<file path="config.mk">
export PLATFORM = sky130hd
export DESIGN_NAME = drive_failsafe_interlock
export DESIGN_NICKNAME = d
export VERILOG_FILES = /design/src/include/failsafe_pkg.sv /design/src/design/drive_failsafe_interlock.sv
export SDC_FILE = /design/constraint.sdc
export NUM_CORES = 1
export LEC_CHECK = 0
export BUFFER_PORTS_ARGS = -buffer_cell sky130_fd_sc_hd__buf_2
export CORE_MARGIN = 3
export CORE_UTILIZATION = 60
export CTS_BUF_LIST = sky130_fd_sc_hd__clkbuf_4
export CTS_CLUSTER_DIAMETER = 60
export DETAILED_ROUTE_END_ITERATION = 10
export PLACE_DENSITY = 0.85
export SYNTH_ARGS = -nofsm -noshare
export SYNTH_HDL_FRONTEND = slang
export SYNTH_SLANG_ARGS = --single-unit
</file>
<file path="constraint.sdc">
create_clock -name CLK_SYS -period 2.5 [get_ports CLK_SYS]
set_input_delay 0.25 -clock CLK_SYS [delete_from_list [all_inputs] [get_ports CLK_SYS]]
set_output_delay 0.25 -clock CLK_SYS [all_outputs]
set_load 0.03 [all_outputs]
</file>
<file path="src/include/failsafe_pkg.sv">
// Constants, types and register map of the drive status output block
// Function
// - A fault trip drives the fault indication active.
// - Negative-logic fault output is on while healthy, off after a fault.
// - Ready indication is on once powered and operative.
// - Running indication holds through deceleration until motor output stops.
// - Current detected when operating above a level, default 150 percent.
// - Codes 99/199 select fault, 11/111 select ready, positive/negative logic.
// - Codes 0/100 select running, 12/112 select current detected.
// - By default fault drives the relay terminal, running the running terminal.
package failsafe_pkg;
    localparam int CUR_W = 16;
    localparam int CODE_W = 8;
    localparam int NTERM = 8;
    localparam int NPIN = 4;
    localparam int IND_W = 4;
    // Pin positions in the synchronised input vector
    localparam int PIN_FAULT = 0;
    localparam int PIN_POWER = 1;
    localparam int PIN_RUN = 2;
    localparam int PIN_OUT = 3;
    // Word indices; byte offset is four times the index
    localparam logic [3:0] IDX_CTRL = 4'h0;
    localparam logic [3:0] IDX_STAT = 4'h1;
    localparam logic [3:0] IDX_LEVEL = 4'h2;
    localparam logic [3:0] IDX_ISTAT = 4'h3;
    localparam logic [3:0] IDX_IMASK = 4'h4;
    localparam logic [3:0] IDX_TERM0 = 4'h5;
    localparam logic [3:0] IDX_TERM_LAST = 4'hc;
    localparam int CTRL_CLR_BIT = 0;
    // Level in units of 0.1 percent of rated current
    localparam logic [CUR_W-1:0] LEVEL_RST = 16'h05dc;
    localparam logic [CUR_W-1:0] LEVEL_INTERLOCK = 16'h00c8;
    // Output terminal function codes
    localparam logic [CODE_W-1:0] FC_FAULT_POS = 8'h63;
    localparam logic [CODE_W-1:0] FC_FAULT_NEG = 8'hc7;
    localparam logic [CODE_W-1:0] FC_READY_POS = 8'h0b;
    localparam logic [CODE_W-1:0] FC_READY_NEG = 8'h6f;
    localparam logic [CODE_W-1:0] FC_RUN_POS = 8'h00;
    localparam logic [CODE_W-1:0] FC_RUN_NEG = 8'h64;
    localparam logic [CODE_W-1:0] FC_CUR_POS = 8'h0c;
    localparam logic [CODE_W-1:0] FC_CUR_NEG = 8'h70;
    localparam logic [CODE_W-1:0] FC_NONE = 8'hff;
    // Slot 0 is the fault relay terminal, slot 1 the running terminal
    localparam logic [NTERM-1:0][CODE_W-1:0] TERM_RST = {
        FC_NONE, FC_NONE, FC_NONE, FC_NONE,
        FC_NONE, FC_NONE, FC_RUN_POS, FC_FAULT_POS};
    // Indications; interrupt status and mask share this layout
    typedef struct packed {
        logic curdet;
        logic running;
        logic ready;
        logic fault;
    } ind_t;
    localparam ind_t IND_RST = 4'h0;
endpackage

</file>
<file path="src/design/drive_failsafe_interlock.sv">
// Drive status indications, terminal function mapping and register slave
`timescale 1ns/10ps
module drive_failsafe_interlock
    import failsafe_pkg::*;
(
    // Clock and reset
    input wire logic CLK_SYS,
    input wire logic RST_B,
    // Drive pins from the power stage
    input wire logic FAULT_DETECT,
    input wire logic POWER_OK,
    input wire logic INV_RUN,
    input wire logic OUT_ACTIVE,
    // Current sample on the system clock
    input wire logic [CUR_W-1:0] MOTOR_CURRENT,
    // Avalon-MM slave
    input wire logic [5:0] AVS_ADDRESS,
    input wire logic AVS_READ,
    input wire logic AVS_WRITE,
    input wire logic [31:0] AVS_WRITEDATA,
    input wire logic [3:0] AVS_BYTEENABLE,
    output logic [31:0] AVS_READDATA,
    output logic AVS_WAITREQUEST,
    // Output terminals
    output logic FAULT_RELAY,
    output logic RUN_TERM,
    output logic [NTERM-3:0] OUT_TERM,
    // Interrupt
    output logic IRQ
);

    // Maps one function code onto the indications
    function automatic logic term_map(
        input logic [CODE_W-1:0] code,
        input ind_t ind);
        logic v;
        v = 1'b0;
        case (code)
            FC_FAULT_POS: v = ind.fault;
            FC_FAULT_NEG: v = ~ind.fault;
            FC_READY_POS: v = ind.ready;
            FC_READY_NEG: v = ~ind.ready;
            FC_RUN_POS: v = ind.running;
            FC_RUN_NEG: v = ~ind.running;
            FC_CUR_POS: v = ind.curdet;
            FC_CUR_NEG: v = ~ind.curdet;
            default: v = 1'b0;
        endcase
        return v;
    endfunction

    // Synchroniser and filter state
    logic [NPIN-1:0] s1_r, s2_r, s3_r, flt_r;
    logic [NPIN-1:0] s1_nxt, s2_nxt, s3_nxt, flt_nxt;
    // Indication and terminal state
    ind_t ind_r, ind_nxt;
    logic [NTERM-1:0] term_r, term_nxt;
    // Interrupt state
    ind_t istat_r, istat_nxt, imask_r, imask_nxt;
    logic irq_r, irq_nxt;
    // Register and bus state
    logic [CUR_W-1:0] level_r, level_nxt;
    logic [NTERM-1:0][CODE_W-1:0] code_r, code_nxt;
    logic wait_r, wait_nxt;
    logic [31:0] rdata_r, rdata_nxt;
    // Decode helpers
    logic [3:0] idx;
    logic wr_go;
    logic [31:0] wmask, wdm;
    logic fault_clr;
    ind_t events;

    // Change counts only once the second and third stages agree
    always_comb begin
        s1_nxt = {OUT_ACTIVE, INV_RUN, POWER_OK, FAULT_DETECT};
        s2_nxt = s1_r;
        s3_nxt = s2_r;
        flt_nxt = ((s2_r ~^ s3_r) & s2_r) | ((s2_r ^ s3_r) & flt_r);
    end

    always_ff @(posedge CLK_SYS or negedge RST_B) begin
        if (!RST_B) begin
            s1_r <= '0;
            s2_r <= '0;
            s3_r <= '0;
            flt_r <= '0;
        end else begin
            s1_r <= s1_nxt;
            s2_r <= s2_nxt;
            s3_r <= s3_nxt;
            flt_r <= flt_nxt;
        end
    end

    // Bus decode; a write lands at the edge that sees waitrequest low
    assign idx = AVS_ADDRESS[5:2];
    assign wr_go = AVS_WRITE & ~wait_r;
    assign wmask = {{8{AVS_BYTEENABLE[3]}}, {8{AVS_BYTEENABLE[2]}},
                    {8{AVS_BYTEENABLE[1]}}, {8{AVS_BYTEENABLE[0]}}};
    assign wdm = AVS_WRITEDATA & wmask;
    assign fault_clr = wr_go && (idx == IDX_CTRL) && wdm[CTRL_CLR_BIT];

    // Indications; the fault latch keeps a trip until software clears it
    always_comb begin
        ind_nxt.fault = flt_r[PIN_FAULT] | (ind_r.fault & ~fault_clr);
        ind_nxt.ready = flt_r[PIN_POWER] & ~ind_r.fault;
        // Output still active means the motor is decelerating, so hold
        ind_nxt.running = flt_r[PIN_RUN] | flt_r[PIN_OUT];
        ind_nxt.curdet = flt_r[PIN_OUT] & (MOTOR_CURRENT > level_r);
        for (int i = 0; i < NTERM; i++) begin
            term_nxt[i] = term_map(code_r[i], ind_r);
        end
    end

    always_ff @(posedge CLK_SYS or negedge RST_B) begin
        if (!RST_B) begin
            ind_r <= IND_RST;
            term_r <= '0;
        end else begin
            ind_r <= ind_nxt;
            term_r <= term_nxt;
        end
    end

    // Terminals come straight from their flops
    assign FAULT_RELAY = term_r[0];
    assign RUN_TERM = term_r[1];
    assign OUT_TERM = term_r[NTERM-1:2];

    // Rising indications set sticky bits; a set beats a same-cycle clear
    always_comb begin
        events = ind_nxt & ~ind_r;
        istat_nxt = istat_r;
        imask_nxt = imask_r;
        if (wr_go && (idx == IDX_ISTAT)) begin
            istat_nxt = istat_r & ~wdm[IND_W-1:0];
        end
        istat_nxt = istat_nxt | events;
        if (wr_go && (idx == IDX_IMASK)) begin
            imask_nxt = (imask_r & ~wmask[IND_W-1:0]) | wdm[IND_W-1:0];
        end
        irq_nxt = |(istat_r & imask_r);
    end

    always_ff @(posedge CLK_SYS or negedge RST_B) begin
        if (!RST_B) begin
            istat_r <= IND_RST;
            imask_r <= IND_RST;
            irq_r <= 1'b0;
        end else begin
            istat_r <= istat_nxt;
            imask_r <= imask_nxt;
            irq_r <= irq_nxt;
        end
    end

    assign IRQ = irq_r;

    // Register writes, read mux and the one-wait-state handshake
    always_comb begin
        level_nxt = level_r;
        code_nxt = code_r;
        rdata_nxt = rdata_r;
        // Drop wait for one cycle per request, then rearm
        wait_nxt = ~((AVS_READ | AVS_WRITE) & wait_r);
        if (wr_go && (idx == IDX_LEVEL)) begin
            level_nxt = (level_r & ~wmask[CUR_W-1:0]) | wdm[CUR_W-1:0];
        end
        for (int i = 0; i < NTERM; i++) begin
            if (wr_go && (idx == IDX_TERM0 + 4'(i))) begin
                code_nxt[i] = (code_r[i] & ~wmask[CODE_W-1:0]) | wdm[CODE_W-1:0];
            end
        end
        // Read data is captured a cycle early so it stands at the taking edge
        if (AVS_READ && wait_r) begin
            rdata_nxt = '0;
            case (idx)
                IDX_CTRL: rdata_nxt = '0; // Clear bit is self-clearing
                IDX_STAT: rdata_nxt[2*IND_W-1:0] = {flt_r, ind_r};
                IDX_LEVEL: rdata_nxt[CUR_W-1:0] = level_r;
                IDX_ISTAT: rdata_nxt[IND_W-1:0] = istat_r;
                IDX_IMASK: rdata_nxt[IND_W-1:0] = imask_r;
                default: begin
                    if (idx >= IDX_TERM0 && idx <= IDX_TERM_LAST) begin
                        rdata_nxt[CODE_W-1:0] = code_r[3'(idx - IDX_TERM0)];
                    end
                end
            endcase
        end
    end

    always_ff @(posedge CLK_SYS or negedge RST_B) begin
        if (!RST_B) begin
            level_r <= LEVEL_RST;
            code_r <= TERM_RST;
            wait_r <= 1'b1;
            rdata_r <= '0;
        end else begin
            level_r <= level_nxt;
            code_r <= code_nxt;
            wait_r <= wait_nxt;
            rdata_r <= rdata_nxt;
        end
    end

    assign AVS_WAITREQUEST = wait_r;
    assign AVS_READDATA = rdata_r;

    // First cycle after reset, for checking the default assignment
    logic first_r;
    always_ff @(posedge CLK_SYS or negedge RST_B) begin
        if (!RST_B) begin
            first_r <= 1'b0;
        end else begin
            first_r <= 1'b1;
        end
    end

    // A filtered trip shows as fault and kills ready after it
    property p_fault_trip;
        @(posedge CLK_SYS) disable iff (!RST_B)
        $rose(flt_r[PIN_FAULT]) |=> ind_r.fault ##1 !ind_r.ready;
    endproperty
    a_fault_trip: assert property (p_fault_trip)
        else $error("fault trip not indicated");

    // Negative logic relay is low the cycle after a fault shows
    property p_fault_neg;
        @(posedge CLK_SYS) disable iff (!RST_B)
        (code_r[0] == FC_FAULT_NEG) && ind_r.fault |=> !FAULT_RELAY;
    endproperty
    a_fault_neg: assert property (p_fault_neg)
        else $error("negative logic fault relay wrong");

    // Powered and healthy leads to ready
    property p_ready;
        @(posedge CLK_SYS) disable iff (!RST_B)
        flt_r[PIN_POWER] && !ind_r.fault && !flt_r[PIN_FAULT] [*2] |-> ind_r.ready;
    endproperty
    a_ready: assert property (p_ready)
        else $error("ready not shown when powered");

    // Running holds while output stays active after the run pin drops
    property p_running_hold;
        @(posedge CLK_SYS) disable iff (!RST_B)
        $fell(flt_r[PIN_RUN]) && flt_r[PIN_OUT] |=> ind_r.running;
    endproperty
    a_running_hold: assert property (p_running_hold)
        else $error("running dropped during deceleration");

    // Current detection needs active output and current above level
    property p_curdet;
        @(posedge CLK_SYS) disable iff (!RST_B)
        ind_r.curdet |-> $past(flt_r[PIN_OUT]) && ($past(MOTOR_CURRENT) > $past(level_r));
    endproperty
    a_curdet: assert property (p_curdet)
        else $error("current detected without cause");

    // Ready positive code follows the ready indication
    property p_ready_map;
        @(posedge CLK_SYS) disable iff (!RST_B)
        (code_r[2] == FC_READY_POS) |=> (OUT_TERM[0] == $past(ind_r.ready));
    endproperty
    a_ready_map: assert property (p_ready_map)
        else $error("ready code mapping wrong");

    // Negative current code inverts the current indication
    property p_cur_neg_map;
        @(posedge CLK_SYS) disable iff (!RST_B)
        (code_r[3] == FC_CUR_NEG) |=> (OUT_TERM[1] != $past(ind_r.curdet));
    endproperty
    a_cur_neg_map: assert property (p_cur_neg_map)
        else $error("current negative code mapping wrong");

    // Defaults put fault on the relay and running on its terminal
    property p_defaults;
        @(posedge CLK_SYS) disable iff (!RST_B)
        !first_r |-> (code_r[0] == FC_FAULT_POS) && (code_r[1] == FC_RUN_POS)
            && (level_r == LEVEL_RST);
    endproperty
    a_defaults: assert property (p_defaults)
        else $error("default terminal assignment wrong");

    // A latched trip stays shown until software clears it
    property p_fault_hold;
        @(posedge CLK_SYS) disable iff (!RST_B)
        ind_r.fault && !fault_clr |=> ind_r.fault;
    endproperty
    a_fault_hold: assert property (p_fault_hold)
        else $error("fault latch lost before clear");

    // Running drops once both run and output pins have gone quiet
    property p_running_drop;
        @(posedge CLK_SYS) disable iff (!RST_B)
        !flt_r[PIN_RUN] && !flt_r[PIN_OUT] |=> !ind_r.running;
    endproperty
    a_running_drop: assert property (p_running_drop)
        else $error("running held after output stopped");

    // Current above the level with output on must be flagged
    property p_curdet_set;
        @(posedge CLK_SYS) disable iff (!RST_B)
        flt_r[PIN_OUT] && (MOTOR_CURRENT > level_r) |=> ind_r.curdet;
    endproperty
    a_curdet_set: assert property (p_curdet_set)
        else $error("current above level not detected");

    // Positive fault code drives the relay from the fault indication
    property p_relay_pos;
        @(posedge CLK_SYS) disable iff (!RST_B)
        (code_r[0] == FC_FAULT_POS) |=> (FAULT_RELAY == $past(ind_r.fault));
    endproperty
    a_relay_pos: assert property (p_relay_pos)
        else $error("fault relay does not follow fault");

endmodule

</file>
==> reports/results.txt, run 1 <==
Outcome -> finished, final reports clean
Clock slew at reported path FFs -> 110 ps
N_diodes -> 0
Clock tree sinks -> 134
Routed WL -> 20,700 um
Slowest cell on crit path -> dfrtp_1
Worst slew pin tran -> 880 ps
Final antenna-violating net count -> 0
Final setup fails -> 0
Hold_buf cts -> 15
R2R depth -> 5
Worst slew margin -> 0.413
Final min period -> 2200 ps
Htree depth -> 4
Peak VDD IR -> 496 uV
Vias post-DR -> 6,466
Worst-Skew Late Latency -> 560 ps
Mean routed wirelength per cell -> 21.0 um
PD cells -> 701 nW/um2
Resize count post-CTS -> 0
Worst Path Required -> 2970 ps
Synth Instances -> 732
Period utilisation layout -> 0.881
Crit path depth -> 5
Hold crit path type -> input pin to flip-flop
Worst path top cell family by delay -> compound AO/OA/AOI/OAI gates
Crit end category -> flip-flop
Crit path buffers/inverters -> 0
Finished Layout Cells -> 984
Synth Cell Area -> 7610 um2
Num rows -> 40
Util after Layout -> 0.689
Total gr overflow -> 0
Layout Skew -> 23.5 ps
Root Driver -> clkbuf_4
Post-synth cell types -> 63
Synth Area per Inst -> 10.4 um2
First-pass detailed-route iteration total -> 6
Reg2reg end -> term_r[4]
GR Util All Layers -> 0.296
Initial DRC count -> 1,058
CTS buffer count -> 17
Critical Path Max Stage Delay -> 820 ps
CTS tree -> built
Leak -> 3.72 nW
Die X -> 119 um
Synth async-reset ratio -> 1.00
Unrepaired setup endpoints after global routing -> no
Die Ht -> 119 um
PortBufs -> 71
Pin count of the biggest net entering global routing -> 85
Max FO, Critical Path -> 15
Placed cells -> 937
Antenna violations before repair -> 1
Clk buf depth -> 2
WS Path Type -> flip-flop to flip-flop
Crit path launch -> ind_r[1]
Post-CTS Setup Inserts -> 0
Final Max Tran Viols -> 0
Post-route DRC -> 0
Number of synthesized flops with an enable pin -> 0
Dominant synthesized flop cell -> dfrtp_1
Startpoint type of the worst setup path -> flip-flop
Worst-path cell chain -> nor2b_1, o21ai_0, a2111oi_0, a21oi_1, nor3_1
Fraction of layout cells with a size suffix above 1 -> 0.241
#FFs+latches synth -> 134
Hold Startpoint -> AVS_WRITEDATA[4]
First-pass GRT wire length -> 32,700 um
Vias in the first global route -> 6,404
Register area share after synthesis -> 0.450
Initial Util -> 0.623
WP data arrival -> 2680 ps
Fin. Hold Viols -> 0
Max Fclk -> 454 MHz
Max Cap Viol -> 0
Die area -> 14,100 um2
Final TNS setup -> 0 ps
Layout overhead on the synthesized area -> 10.6%
Placeable Area -> 12,200 um2
Hpwl dp -> 14,200 um
Final Net Count -> 893
RR Startpoint -> ind_r[1]
Vias per cell -> 6.57
Hold Path Depth -> 3
Io pins -> 108
Ys Warns -> 0
Routability Congestion -> 0.957
Worst R2R Setup Slack -> 300 ps
## power breakdown
group          switching [mW]  total [mW]  internal [mW]
combinational           0.917        1.51          0.593
sequential              0.390        2.99           2.60
clock                   0.774        1.40          0.624
total                    2.08        5.90           3.82
## cell usage in the layout, fill, tap and decap left out, types with 4 or more instances in the layout
cell / count
o31ai_1: 10
clkinv_2: 5
nand3_1: 4
conb_1: 16
ha_1: 24
nor3b_1: 11
a21o_1: 6
a22oi_1: 4
dfrtp_1: 74
nor2b_1: 11
mux2i_1: 28
o211ai_1: 13
buf_2: 70
a31oi_1: 14
a2111oi_0: 10
o21ai_1: 10
o2111ai_1: 4
nand4_1: 4
o221ai_1: 4
nand2_1: 56
clkbuf_4: 21
nor3_1: 13
buf_4: 6
nor2_1: 26
dlygate4sd3_1: 15
dfstp_2: 60
inv_1: 38
o22ai_1: 17
a222oi_1: 4
o21ai_0: 39
a211oi_1: 8
a22o_1: 14
a21oi_1: 41
mux2_1: 68
nand2b_1: 4
and2_1: 4
## stage by stage
step / setup slack (ps) / power [mW] / cell area, um2 / hold WS, ps
floorplan: 581 / 3.96 / 7670 / -45.6
global placement: 446 / 4.35 / 8000 / 136
detailed placement: 381 / 4.46 / 8000 / 145
CTS: 465 / 5.87 / 8420 / 3.59
global route: 271 / 6.20 / 8420 / 27.0
finish: 297 / 5.90 / 8420 / 57.7
## worst max-delay path by stage
| stage | to | slack (ps) |
|---|---|---|
| finish | term_r[4] | 300 |
| global route | term_r[4] | 270 |
| CTS | term_r[2] | 470 |
| detailed placement | AVS_READDATA[5] | 380 |
| global placement | AVS_READDATA[6] | 450 |
| floorplan | AVS_READDATA[3] | 580 |
## layout make-up
cell class                 instances  area, um2
clock buffer                      21        158
clock inverter                    11        111
fill                             876       3800
inverter                          41        155
multi-input combinational        515       3750
sequential                       134       3430
tap                              168        210
timing repair buffer              94        606
## cell usage after synthesis (16+ instances only)
| cell type | n | area [um2] |
|---|---|---|
| a21oi_1 | 41 | 205 |
| buf_4 | 24 | 180 |
| clkbuf_1 | 16 | 60.1 |
| dfrtp_1 | 74 | 1850 |
| dfstp_2 | 60 | 1580 |
| ha_1 | 24 | 300 |
| inv_1 | 38 | 143 |
| mux2_1 | 68 | 766 |
| mux2i_1 | 28 | 280 |
| nand2_1 | 56 | 210 |
| nor2_1 | 26 | 97.6 |
| o21ai_0 | 39 | 195 |
| o22ai_1 | 17 | 106 |
## worst register-to-register path, stage by stage (launching register included)
cell and delay (ps):
dfrtp_1 820, nor2b_1 230, o21ai_0 120, a2111oi_0 620
a21oi_1 90, nor3_1 240
## cells by family (layout without fill, tap and decap cells)
logic type                 Yosys count  after routing  synth area share
DFF                                134            134             0.450
adders and majority gates           24             24            0.0395
AOI/OAI and AO/OA                  208            208             0.179
buffers and inverters               98            167            0.0646
muxes                              101            101             0.148
other                                1             16          0.000493
and+or+nand+nor                    165            165             0.118
xor gates and xnor gates             1              1           0.00115
## layer usage
metal  vias up  wire [um]  share of wire  track usage
li1       2799          -              -            -
met1      3091       7970           0.39        0.379
met2       453       9360           0.45        0.448
met3       121       2180           0.11       0.0828
met4         2       1150          0.056        0.172
met5         -         13        0.00063            0
(Power assumes the default switching activity.)
==> run 2, diff against run 1 <==
--- a/config.mk
+++ b/config.mk
@@ -8,7 +8,7 @@
 export BUFFER_PORTS_ARGS = -buffer_cell sky130_fd_sc_hd__buf_2
 export CORE_MARGIN = 3
 export CORE_UTILIZATION = 60
-export CTS_BUF_LIST = sky130_fd_sc_hd__clkbuf_4
+export CTS_BUF_LIST = sky130_fd_sc_hd__clkbuf_2 sky130_fd_sc_hd__clkbuf_4 sky130_fd_sc_hd__clkbuf_8
 export CTS_CLUSTER_DIAMETER = 60
 export DETAILED_ROUTE_END_ITERATION = 10
 export PLACE_DENSITY = 0.85
==> run 2 against run 1 <==
  * Total power is 6.9% higher
  * Critical path depth stayed put
  * Die area stayed put
  * Core utilization is 0.87 points higher
  * Sequential cell count stayed put
  * Combinational power hardly changed
  * Worst hold slack worse by 18 ps
  * Global-route usage is 0.28 points higher
  * Register-to-register slack better by 20 ps
  * Clock power is 29% higher
  * Worst setup slack better by 21 ps
  * Cell count is 0.20% lower
==> reports/results.txt, run 2 (same netlist as run 1, synthesis figures left out) <==
Clock Power Share -> 0.286 (+0.049)
Startpoint type of the worst setup path -> flip-flop
Clock tree sinks -> 134 (unchanged)
Worst R2R Setup Slack -> 320 ps (+20 ps)
Final TNS setup -> 0 ps (unchanged)
Final Max Tran Viols -> 0 (unchanged)
Combinational power share -> 0.239 (-0.017)
Initial DRC count -> 1,082 (+2.3%)
Antenna violations before repair -> 0 (-1)
Vias in the first global route -> 6,366 (-0.59%)
Resize count post-CTS -> 0 (unchanged)
Total gr overflow -> 0 (unchanged)
Fillers -> 865 (-1.3%)
Clock slew at reported path FFs -> 80 ps (-30 ps)
Worst slew margin -> 0.391 (-0.0217)
Max Fclk -> 458 MHz (+0.98%)
First-pass detailed-route iteration total -> 8 (+2)
Final setup fails -> 0 (unchanged)
Fin. Hold Viols -> 0 (unchanged)
Final Net Count -> 891 (-0.22%)
Routed WL -> 20,700 um (about the same)
Htree depth -> 4 (unchanged)
Outcome -> finished, final reports clean
GR Util All Layers -> 0.298 (+0.00285)
Post-CTS Setup Inserts -> 0 (unchanged)
First-pass GRT wire length -> 33,100 um (+1.1%)
N_diodes -> 0 (unchanged)
Routability Congestion -> 0.957 (unchanged)
CTS buffer count -> 17 (unchanged)
Die X -> 119 um (unchanged)
Num rows -> 40 (unchanged)
Worst-Skew Late Latency -> 460 ps (-100 ps)
Fraction of layout cells with a size suffix above 1 -> 0.244 (+0.00305)
Final min period -> 2180 ps (-21.3 ps)
Max FO, Critical Path -> 15 (unchanged)
Hold_buf cts -> 13 (-2)
Leak -> 3.76 nW (+1.3%)
Placeable Area -> 12,200 um2 (unchanged)
Sequential power share -> 0.475 (-0.032)
Final antenna-violating net count -> 0 (unchanged)
Hpwl dp -> 14,200 um (unchanged)
DP Area -> 8000 um2 (unchanged)
Layout overhead on the synthesized area -> 12.0%
Crit end category -> flip-flop
Post-route DRC -> 0 (unchanged)
Sw power -> 2.13 mW (+2.5%)
Io pins -> 108 (unchanged)
PD cells -> 740 nW/um2 (+5.5%)
Pin count of the biggest net entering global routing -> 85 (unchanged)
CTS tree -> built
Worst Path Required -> 2860 ps (-110 ps)
Clk buf depth -> 2 (unchanged)
Vias per cell -> 6.53 (-0.62%)
Highest-count cells in the layout ignoring fill and taps -> dfrtp_1 (74), buf_2 (70), mux2_1 (68)
Switching share of power -> 0.338 (-0.0143)
Mean routed wirelength per cell -> 21.1 um (+0.21%)
PortBufs -> 71 (unchanged)
Layout Skew -> 14.3 ps (-9.22 ps)
Worst slew pin tran -> 913 ps (+32.6 ps)
Most common cell after layout, fill and taps aside -> dfrtp_1
WS Path Type -> flip-flop to flip-flop
Vias post-DR -> 6,413 (-0.82%)
Hold crit path type -> input pin to flip-flop
Root Driver -> clkbuf_8
Die area -> 14,100 um2 (unchanged)
Period utilisation layout -> 0.873 (-0.00853)
P_int -> 4.17 mW (+9.2%)
Fin area -> 8520 um2 (+1.3%)
Die Ht -> 119 um (unchanged)
Peak VDD IR -> 577 uV (+16%)
Initial Util -> 0.623 (unchanged)
WP data arrival -> 2540 ps (-140 ps)
Max Cap Viol -> 0 (unchanged)
Unrepaired setup endpoints after global routing -> no
==> run 2: cell types whose count changed in the layout (fill, tap and decap cells not counted), sizes merged <==
cell,previous run,this run
clkbuf,21,23
clkinv,8,6
dlygate4sd3,15,13
==> run 2: path summary, 6_finish.rpt <==
path | start | depth (start not counted) | end
setup / recovery | ind_r[1] | 5 | term_r[4]
hold / removal | AVS_WRITEDATA[12] | 3 | flip-flop
setup reg to reg | ind_r[1] | 5 | term_r[4]
hold reg to reg | s1_r[1] | 0 | s2_r[1]
max in group asynchronous | RST_B | 3 | async pin
min in group asynchronous | RST_B | 2 | term_r[7]
==> run 2: critical path: stages, from the launching register on <==
cell and delay (ps):
dfrtp_1 820, nor2b_1 220, o21ai_0 130, a2111oi_0 540, a21oi_1 100, nor3_1 270
==> run 2: area by class of cell <==
cell class              count  area [um2]  area share
inverters                  41         155      0.0182
flip-flops and latches    134        3430       0.402
clock buffers              23         292      0.0342
clock inverters             9         104      0.0122
repair buffers             92         586      0.0687
multi-input cells         515        3750       0.440
well taps                 168         210      0.0247
==> run 2: routing by layer <==
metal / global-route usage / wire length, um / up-vias
met5: 0 / 0 / -
met4: 0.148 / 1060 / 0
met3: 0.0833 / 2220 / 118
met2: 0.463 / 9550 / 436
met1: 0.385 / 7850 / 3068
li1: - / - / 2791
==> run 2: through the flow <==
stage          hold slack, ps  worst slack, ps  cells  utilization  total power, mW
2_1_floorplan           -45.6              581    747            -             3.96
3_3_place_gp              136              446    937        0.655             4.35
3_5_place_dp              145              381    937        0.655             4.46
4_1_cts                  2.74              478    982        0.698             6.27
5_1_grt                  27.7              297    982        0.698             6.60
6_report                 39.4              318    982        0.698             6.31
==> run 2: power groups by stage <==
stage / Combinational, mW / Sequential (mW) / Clock (mW)
after floorplan: 0.971 / 2.99 / 0
after global placement: 1.37 / 2.98 / 0
after detailed placement: 1.46 / 3.00 / 0
after CTS: 1.48 / 2.97 / 1.82
after global routing: 1.64 / 3.03 / 1.93
final: 1.51 / 3.00 / 1.80
